--- config.mk ---
export PLATFORM = sky130hd
export DESIGN_NAME = multi_input_wakeup_top
export DESIGN_NICKNAME = d
export VERILOG_FILES = /design/src/hdl/multi_input_wakeup_pkg.sv /design/src/hdl/multi_input_wakeup_top.sv
export SDC_FILE = /design/constraint.sdc
export NUM_CORES = 1
export LEC_CHECK = 0
export BUFFER_PORTS_ARGS = -buffer_cell sky130_fd_sc_hd__buf_2
export CAP_MARGIN = 20
export CORE_ASPECT_RATIO = 0.75
export CORE_MARGIN = 3
export CORE_UTILIZATION = 60
export CTS_CLUSTER_SIZE = 20
export DETAILED_ROUTE_END_ITERATION = 12
export PLACE_DENSITY = 0.85
export SETUP_SLACK_MARGIN = 0.05
export SLEW_MARGIN = 40
export SYNTH_ARGS = -nofsm -noshare
export SYNTH_HDL_FRONTEND = slang
export SYNTH_SLANG_ARGS = --single-unit
--- constraint.sdc ---
create_clock -name i_clk -period 4.6 [get_ports i_clk]
set_clock_uncertainty 0.1 [all_clocks]
set_input_delay 1.15 -clock i_clk [delete_from_list [all_inputs] [get_ports i_clk]]
set_output_delay 1.15 -clock i_clk [all_outputs]
set_load 0.01 [all_outputs]
--- src/hdl/multi_input_wakeup_pkg.sv ---
// Purpose: Shared constants for the multi-input wake-up and interrupt block.
// Assumes: Avalon-MM byte addressing, one byte-wide register per word.
// Notes:   Offsets are byte addresses of aligned 32-bit words.
package multi_input_wakeup_pkg;
    localparam int unsigned   MULTI_INPUT_WAKEUP_ADDR_W         = 6;
    localparam int unsigned   MULTI_INPUT_WAKEUP_L_PINS         = 8;
    localparam int unsigned   MULTI_INPUT_WAKEUP_M_PINS         = 8;
    localparam logic [5:0]    MULTI_INPUT_WAKEUP_OFF_L_EN       = 6'h00;
    localparam logic [5:0]    MULTI_INPUT_WAKEUP_OFF_L_EDGE     = 6'h04;
    localparam logic [5:0]    MULTI_INPUT_WAKEUP_OFF_L_PEND     = 6'h08;
    localparam logic [5:0]    MULTI_INPUT_WAKEUP_OFF_M_EN       = 6'h0c;
    localparam logic [5:0]    MULTI_INPUT_WAKEUP_OFF_M_EDGE     = 6'h10;
    localparam logic [5:0]    MULTI_INPUT_WAKEUP_OFF_M_PEND     = 6'h14;
    localparam logic [5:0]    MULTI_INPUT_WAKEUP_OFF_CTRL       = 6'h18;
    localparam logic [5:0]    MULTI_INPUT_WAKEUP_OFF_STATUS     = 6'h1c;
    // Control register fields.
    localparam int unsigned   MULTI_INPUT_WAKEUP_CTRL_PIE       = 0;
    localparam int unsigned   MULTI_INPUT_WAKEUP_CTRL_GIE       = 1;
    localparam int unsigned   MULTI_INPUT_WAKEUP_CTRL_HALT      = 2;
    localparam int unsigned   MULTI_INPUT_WAKEUP_CTRL_IDLE      = 3;
    localparam int unsigned   MULTI_INPUT_WAKEUP_CTRL_CAN_DRIVE_ENABLE_0     = 4;
    localparam int unsigned   MULTI_INPUT_WAKEUP_CTRL_CAN_DRIVE_ENABLE_1     = 5;
    // Status register fields.
    localparam int unsigned   MULTI_INPUT_WAKEUP_ST_IRQ         = 0;
    localparam int unsigned   MULTI_INPUT_WAKEUP_ST_STOPPED     = 1;
    localparam int unsigned   MULTI_INPUT_WAKEUP_ST_STARTUP     = 2;
    localparam int unsigned   MULTI_INPUT_WAKEUP_ST_REFUSED     = 3;
    localparam int unsigned   MULTI_INPUT_WAKEUP_ST_RESUME_ISR  = 4;
    localparam logic [7:0]    MULTI_INPUT_WAKEUP_RST_BYTE       = 8'h00;
    localparam logic [31:0]   MULTI_INPUT_WAKEUP_UNMAPPED_RD    = 32'h0000_0000;
    // Start-up delay in instruction cycles; instruction cycle is osc / 10.
    localparam int unsigned   MULTI_INPUT_WAKEUP_STARTUP_CYCLES = 256;
    localparam int unsigned   MULTI_INPUT_WAKEUP_OSC_DIV        = 10;
    localparam int unsigned   MULTI_INPUT_WAKEUP_CAN_BIT        = 7;
    typedef enum logic [1:0] {
        MULTI_INPUT_WAKEUP_RUN     = 2'b00,
        MULTI_INPUT_WAKEUP_STOPPED = 2'b01,
        MULTI_INPUT_WAKEUP_STARTUP = 2'b11
    } multi_input_wakeup_mode_e;
endpackage

--- src/hdl/multi_input_wakeup_top.sv ---
// Purpose: Multi-input wake-up, port interrupt and start-up delay logic for
//          Port L, Port M and the CAN receive line, with an Avalon-MM slave.
// Assumes: One clock i_clk (125 MHz) standing for the oscillator; pins async.
// Notes:   The core stop request is a register bit; the core sees o_core_run.
`timescale 1ns/1ps
`default_nettype none
module multi_input_wakeup_top #(
    parameter int unsigned L_PINS = multi_input_wakeup_pkg::MULTI_INPUT_WAKEUP_L_PINS,
    parameter int unsigned M_PINS = multi_input_wakeup_pkg::MULTI_INPUT_WAKEUP_M_PINS
) (
    input  wire logic                             i_clk,
    input  wire logic                             i_rst,
    input  wire logic [multi_input_wakeup_pkg::MULTI_INPUT_WAKEUP_ADDR_W-1:0] i_address,
    input  wire logic                             i_read,
    input  wire logic                             i_write,
    input  wire logic [31:0]                      i_writedata,
    output logic      [31:0]                      o_readdata,
    output logic                                  o_waitrequest,
    input  wire logic [L_PINS-1:0]                i_port_l,
    input  wire logic [M_PINS-2:0]                i_port_m,
    input  wire logic                             i_can_receive_input,
    output logic                                  o_port_irq,
    output logic                                  o_core_run,
    output logic                                  o_resume_isr,
    output logic                                  o_can_drive_enable_0,
    output logic                                  o_can_drive_enable_1
);
    import multi_input_wakeup_pkg::*;

    localparam int unsigned N = L_PINS + M_PINS;
    localparam int unsigned DIV_W = $clog2(MULTI_INPUT_WAKEUP_OSC_DIV);
    localparam int unsigned CNT_W = $clog2(MULTI_INPUT_WAKEUP_STARTUP_CYCLES) + 1;
    localparam logic [DIV_W-1:0] DIV_LAST = DIV_W'(MULTI_INPUT_WAKEUP_OSC_DIV - 1);
    localparam logic [CNT_W-1:0] CNT_LOAD = CNT_W'(MULTI_INPUT_WAKEUP_STARTUP_CYCLES);
    // The CAN receive line idles recessive (one), so its synchroniser starts high.
    // Starting it low would fake a rising edge and set pending bit 7 after reset.
    localparam logic [N-1:0]     IDLE_PINS = {1'b1, {(N-1){1'b0}}};

    typedef struct packed {
        logic [N-1:0]       sync1;
        logic [N-1:0]       sync2;
        logic [N-1:0]       sync3;
        logic [N-1:0]       wake_enable;
        logic [N-1:0]       edge_select;
        logic [N-1:0]       wake_pending;
        logic               port_irq_enable;
        logic               global_irq_enable;
        logic               can_drive_enable_0;
        logic               can_drive_enable_1;
        logic               refused;
        logic               resume_isr;
        multi_input_wakeup_mode_e         mode;
        logic [DIV_W-1:0]   div;
        logic [CNT_W-1:0]   startup_delay_counter;
        logic [31:0]        readdata;
        logic               waitrequest;
        logic               port_irq;
        logic               core_run;
    } multi_input_wakeup_state_s;

    multi_input_wakeup_state_s state_q;
    multi_input_wakeup_state_s state_d;

    logic [N-1:0] pins;
    logic [N-1:0] rise;
    logic [N-1:0] fall;
    logic [N-1:0] hit;
    logic [N-1:0] irq_src_mask;

    // Port L occupies the low bits, Port M the high bits; CAN receive is M7.
    assign pins = {i_can_receive_input, i_port_m, i_port_l};

    // The CAN position never feeds the interrupt, only pending and wake.
    genvar g;
    generate
        for (g = 0; g < N; g++)
        begin : gen_pin
            // Edges are judged only between the second and third stages.
            assign rise[g] = state_q.sync2[g] & ~state_q.sync3[g];
            assign fall[g] = ~state_q.sync2[g] & state_q.sync3[g];
            // One selects falling, zero selects rising.
            assign hit[g] = state_q.edge_select[g] ? fall[g] : rise[g];
            assign irq_src_mask[g] = (g != L_PINS + MULTI_INPUT_WAKEUP_CAN_BIT);
        end
    endgenerate

    always_comb
    begin
        logic [N-1:0]     armed;
        logic             any_armed;
        logic             any_irq;
        logic [N-1:0]     clr_pend;
        logic [N-1:0]     wr_pend;
        logic             wr_pend_en;
        logic [7:0]       wd;
        logic [31:0]      rd;
        logic             access;
        logic             stop_req;
        armed      = '0;
        any_armed  = 1'b0;
        any_irq    = 1'b0;
        clr_pend   = '0;
        wr_pend    = '0;
        wr_pend_en = 1'b0;
        wd         = i_writedata[7:0];
        rd         = MULTI_INPUT_WAKEUP_UNMAPPED_RD;
        stop_req   = 1'b0;
        state_d    = state_q;

        state_d.sync1 = pins;
        state_d.sync2 = state_q.sync1;
        state_d.sync3 = state_q.sync2;

        // One-cycle wait state: requests are answered on the edge after they appear.
        access = (i_read | i_write) & state_q.waitrequest;
        state_d.waitrequest = ~access;

        if (access && i_write)
        begin
            if (i_address == MULTI_INPUT_WAKEUP_OFF_L_EN)
                state_d.wake_enable[L_PINS-1:0] = wd[L_PINS-1:0];
            else if (i_address == MULTI_INPUT_WAKEUP_OFF_L_EDGE)
                state_d.edge_select[L_PINS-1:0] = wd[L_PINS-1:0];
            else if (i_address == MULTI_INPUT_WAKEUP_OFF_L_PEND)
            begin
                wr_pend[L_PINS-1:0] = wd[L_PINS-1:0];
                clr_pend[L_PINS-1:0] = ~wd[L_PINS-1:0];
                wr_pend_en = 1'b1;
            end
            else if (i_address == MULTI_INPUT_WAKEUP_OFF_M_EN)
                state_d.wake_enable[N-1:L_PINS] = wd[M_PINS-1:0];
            else if (i_address == MULTI_INPUT_WAKEUP_OFF_M_EDGE)
                state_d.edge_select[N-1:L_PINS] = wd[M_PINS-1:0];
            else if (i_address == MULTI_INPUT_WAKEUP_OFF_M_PEND)
            begin
                wr_pend[N-1:L_PINS] = wd[M_PINS-1:0];
                clr_pend[N-1:L_PINS] = ~wd[M_PINS-1:0];
                wr_pend_en = 1'b1;
            end
            else if (i_address == MULTI_INPUT_WAKEUP_OFF_CTRL)
            begin
                state_d.port_irq_enable = wd[MULTI_INPUT_WAKEUP_CTRL_PIE];
                state_d.global_irq_enable = wd[MULTI_INPUT_WAKEUP_CTRL_GIE];
                state_d.can_drive_enable_0 = wd[MULTI_INPUT_WAKEUP_CTRL_CAN_DRIVE_ENABLE_0];
                state_d.can_drive_enable_1 = wd[MULTI_INPUT_WAKEUP_CTRL_CAN_DRIVE_ENABLE_1];
                stop_req = wd[MULTI_INPUT_WAKEUP_CTRL_HALT] | wd[MULTI_INPUT_WAKEUP_CTRL_IDLE];
            end
        end

        // Software may write ones or zeros; a fresh edge beats a clear.
        if (wr_pend_en)
            state_d.wake_pending = (state_q.wake_pending & ~clr_pend) | wr_pend | hit;
        else
            state_d.wake_pending = state_q.wake_pending | hit;

        armed = state_q.wake_enable & state_q.wake_pending;
        any_armed = |armed;
        // Interrupt straight from enabled pending bits, both gates needed.
        any_irq = |(armed & irq_src_mask) & state_q.port_irq_enable
                  & state_q.global_irq_enable;
        state_d.port_irq = any_irq;

        // Wake-up sequencing.
        case (state_q.mode)
            MULTI_INPUT_WAKEUP_RUN:
            begin
                if (stop_req)
                begin
                    if (any_armed)
                        state_d.refused = 1'b1;
                    else
                    begin
                        state_d.refused = 1'b0;
                        state_d.mode = MULTI_INPUT_WAKEUP_STOPPED;
                    end
                end
            end
            MULTI_INPUT_WAKEUP_STOPPED:
            begin
                if (any_armed)
                begin
                    // Only the divider and start-up counter run from here.
                    state_d.mode = MULTI_INPUT_WAKEUP_STARTUP;
                    state_d.div = '0;
                    state_d.startup_delay_counter = CNT_LOAD;
                    // With the interrupt on, the core finishes its pending no-op
                    // and then vectors; otherwise it resumes in line.
                    state_d.resume_isr = any_irq;
                end
            end
            MULTI_INPUT_WAKEUP_STARTUP:
            begin
                if (state_q.div == DIV_LAST)
                begin
                    state_d.div = '0;
                    state_d.startup_delay_counter = state_q.startup_delay_counter - 1'b1;
                    if (state_q.startup_delay_counter == CNT_W'(1))
                        state_d.mode = MULTI_INPUT_WAKEUP_RUN;
                end
                else
                    state_d.div = state_q.div + 1'b1;
            end
            default:
                state_d.mode = MULTI_INPUT_WAKEUP_RUN;
        endcase
        state_d.core_run = (state_d.mode == MULTI_INPUT_WAKEUP_RUN);

        if (i_address == MULTI_INPUT_WAKEUP_OFF_L_EN)
            rd[L_PINS-1:0] = state_q.wake_enable[L_PINS-1:0];
        else if (i_address == MULTI_INPUT_WAKEUP_OFF_L_EDGE)
            rd[L_PINS-1:0] = state_q.edge_select[L_PINS-1:0];
        else if (i_address == MULTI_INPUT_WAKEUP_OFF_L_PEND)
            rd[L_PINS-1:0] = state_q.wake_pending[L_PINS-1:0];
        else if (i_address == MULTI_INPUT_WAKEUP_OFF_M_EN)
            rd[M_PINS-1:0] = state_q.wake_enable[N-1:L_PINS];
        else if (i_address == MULTI_INPUT_WAKEUP_OFF_M_EDGE)
            rd[M_PINS-1:0] = state_q.edge_select[N-1:L_PINS];
        else if (i_address == MULTI_INPUT_WAKEUP_OFF_M_PEND)
            rd[M_PINS-1:0] = state_q.wake_pending[N-1:L_PINS];
        else if (i_address == MULTI_INPUT_WAKEUP_OFF_CTRL)
        begin
            rd[MULTI_INPUT_WAKEUP_CTRL_PIE] = state_q.port_irq_enable;
            rd[MULTI_INPUT_WAKEUP_CTRL_GIE] = state_q.global_irq_enable;
            rd[MULTI_INPUT_WAKEUP_CTRL_CAN_DRIVE_ENABLE_0] = state_q.can_drive_enable_0;
            rd[MULTI_INPUT_WAKEUP_CTRL_CAN_DRIVE_ENABLE_1] = state_q.can_drive_enable_1;
        end
        else if (i_address == MULTI_INPUT_WAKEUP_OFF_STATUS)
        begin
            rd[MULTI_INPUT_WAKEUP_ST_IRQ] = state_q.port_irq;
            rd[MULTI_INPUT_WAKEUP_ST_STOPPED] = (state_q.mode == MULTI_INPUT_WAKEUP_STOPPED);
            rd[MULTI_INPUT_WAKEUP_ST_STARTUP] = (state_q.mode == MULTI_INPUT_WAKEUP_STARTUP);
            rd[MULTI_INPUT_WAKEUP_ST_REFUSED] = state_q.refused;
            rd[MULTI_INPUT_WAKEUP_ST_RESUME_ISR] = state_q.resume_isr;
        end
        state_d.readdata = (access && i_read) ? rd : MULTI_INPUT_WAKEUP_UNMAPPED_RD;
    end

    always_ff @(posedge i_clk)
    begin
        if (i_rst)
        begin
            state_q <= '0;
            state_q.wake_enable <= {N{1'b0}};
            state_q.sync1 <= IDLE_PINS;
            state_q.sync2 <= IDLE_PINS;
            state_q.sync3 <= IDLE_PINS;
            state_q.mode <= MULTI_INPUT_WAKEUP_RUN;
            state_q.waitrequest <= 1'b1;
            state_q.core_run <= 1'b1;
        end
        else
            state_q <= state_d;
    end

    assign o_readdata = state_q.readdata;
    assign o_waitrequest = state_q.waitrequest;
    assign o_port_irq = state_q.port_irq;
    assign o_core_run = state_q.core_run;
    assign o_resume_isr = state_q.resume_isr;
    assign o_can_drive_enable_0 = state_q.can_drive_enable_0;
    assign o_can_drive_enable_1 = state_q.can_drive_enable_1;
endmodule
`default_nettype wire

==> out/metrics.cfg <==
[floorplan]
std_cell_rows=29
die_x_um=117
initial_utilization=0.637
ios=96
die_area_um2=10400
core_um2=8710
die-height_um=89.3

[cts]
cts_resized=0
cts_buffers=17
clk_path_buf_depth=2
cts_root_buffer=clkbuf_16
cts_tree=yes
htree_levels=4
ctsHoldBuffers=0
postCtsSetupBuffers=0
clk_pin_slew_ns=0.06
cts.sinks=128
clk_latency_ns=0.42

[worst_setup_path]
r2r_start=state_q[60]$_SDFF_PP0_
critical_path.max_stage_delay_ns=0.66
cp_slowest_cell=or3_1
cp_max_fo=8
r2r_setup_slack_ns=2.33
end_kind=flop
crit_required_ns=4.77
arrival_ns=3.07
crit_chain=buf_2 > nor3_2 > nand4_2 > or3_1 > mux2i_1 > nor2_1
critPathLaunchType=primary input
crit_type=primary input to flop
crit_start=i_address[1]

[job]
drv_cap=0

[timing]
rsz0062_at_grt=no
period_share=0.630
fin_ws_ns=1.70
setup_tns_ns=0
finalHoldViolCount=0
worstMarginPinSlew_ns=0.797
setup_violations=0
drv_slew=0
max_slew_margin=0.469
fin_crit_ns=2.90
clock.fmax_ghz=0.345

[yosys]
async_flop_share=0
synthCells=582
yosysMostFrequentCell=dfxtp_1
synthTopCellsByCount=128 x dfxtp_1, 52 x nor2b_1, 47 x nor2_1
synth_ff_type=dfxtp_1
ys_seq_area_frac=0.462
syn_avg_cell_area_um2=9.53
synth_top_cell_area_share=0.462
synth-edff-count=0
synth-seq-cells=128
ys_types=53
yosysWarnings=0
synth.largest_area_cell=dfxtp_1
synthTopCellsByArea=dfxtp_1 46%, mux2i_1 8.3%, nor2b_1 5.9%
netlist_area_um2=5550

[power_and_ir_drop]
power_leakage_nw=2.39
power_density_nw_per_um2=419
ir_drop_v=0.000292

[placed_design]
dp_slack_ns=1.32
io_buffers=47
hpwlAfterDp_mm=8.63
place.gp.congestion=0.940

[layout]
postLayoutCoreUtil=0.719
diodes=0
seqCellArea_um2=2560
multiInputGateArea_um2=2680
fillers=650
drive_gt1_frac=0.183
final_nets=677
synthToLayoutAreaGrowth_pct=13.0

[route]
drc_errors=0
dr.pass1.iters=5
drt-initial-drc-count=477
vias=4316
via_per_inst=5.86
drtAntennaViolNets=0
routedWlPerCell_um=17.5
routed_wl_mm=12.9

[hold_path]
hp-class=flop to flop
hold_start=state_d[135]$_SDFF_PP1_

[global_route]
grt_max_degree=81
track_usage=0.259
grt_pass1_vias=4053
grt_pass1_wl_mm=20.4
antenna_found_initial=0
gr-total-overflow=0

[status]
outcome=finished, final reports clean

-- cell families (layout without fill, tap and decap cells) --
logic type | after synthesis | count (layout) | synth area share
mux | 54 | 54 | 0.107
compound gates | 93 | 93 | 0.104
flops | 128 | 128 | 0.462
buf+inv | 70 | 93 | 0.0704
fa+ha+maj | 4 | 4 | 0.00903
other cells | 1 | 24 | 0.000676
xor+xnor | 8 | 8 | 0.0126
simple gates | 224 | 224 | 0.234
-- through the flow --
step	power (W)	hold slack (ns)	instances	area, um^2
6_report	0.00263	0.307	736	6260
3_3_place_gp	0.00130	0.292	704	5670
3_5_place_dp	0.00130	0.295	704	5670
2_1_floorplan	0.00127	0.289	605	5630
4_1_cts	0.00264	0.308	736	6260
5_1_grt	0.00270	0.325	736	6260
-- final cells by class --
| cell class | count | share of cell area |
|---|---|---|
| repair buffers | 48 | 0.0391 |
| clock inverters | 13 | 0.0258 |
| flip-flops and latches | 128 | 0.409 |
| multi-input cells | 407 | 0.428 |
| inverters | 13 | 0.00779 |
| well taps | 108 | 0.0216 |
| clock buffers | 19 | 0.0691 |
-- power by group --
group / switching [W] / leakage [nW] / total, W / internal, W
clock network: 0.000494 / 0.291 / 0.00135 / 0.000852
registers: 0.0000181 / 1.04 / 0.00115 / 0.00114
logic: 0.0000786 / 1.05 / 0.000126 / 0.0000473
total: 0.000591 / 2.39 / 0.00263 / 0.00204
-- per-layer routing --
layer	routed length, um	vias to the layer above	track usage	part of all wire
met5	0	-	0	0
met4	140	0	0.0938	0.011
met3	1300	22	0.0771	0.10
met2	5500	231	0.383	0.43
met1	5980	2017	0.361	0.46
li1	-	2046	-	-
-- final timing paths --
check / cells past startpoint / end
hold / removal: 1 / state_d[119]$_SDFF_PP1_
hold reg to reg: 1 / state_d[119]$_SDFF_PP1_
setup reg to reg: 5 / state_q[41]$_SDFFE_PP0P_
setup / recovery: 6 / state_q[87]$_SDFFE_PP0P_
-- critical path, delay by kind of cell --
family | cells | cell delay (ns)
AND/OR/NAND/NOR | 4 | 1.52
buffers and inverters | 1 | 0.13
multiplexers | 1 | 0.26
-- flip-flops by register name, summed over array words and instances (netlist names) --
register	count
o_resume_isr	1
o_waitrequest	1
o_can_drive_enable_0	1
o_can_drive_enable_1	1
state_d	32
state_q	82
o_readdata	8
o_core_run	1
o_port_irq	1
-- placed cells by master, fill, tap and decap left out, drive strengths merged, types with 6 or more instances in the layout --
cell	count
dfxtp	128
nor2b	52
nor2	50
buf	48
mux2i	46
nand2	34
a21oi	27
a31oi	24
conb	24
clkbuf	19
nand3b	16
inv	15
o21ai	14
nand3	14
or3b	13
nor3	12
a22oi	10
or3	7
nand2b	7
clkinv	7
or2	6
(Power assumes the default switching activity.)
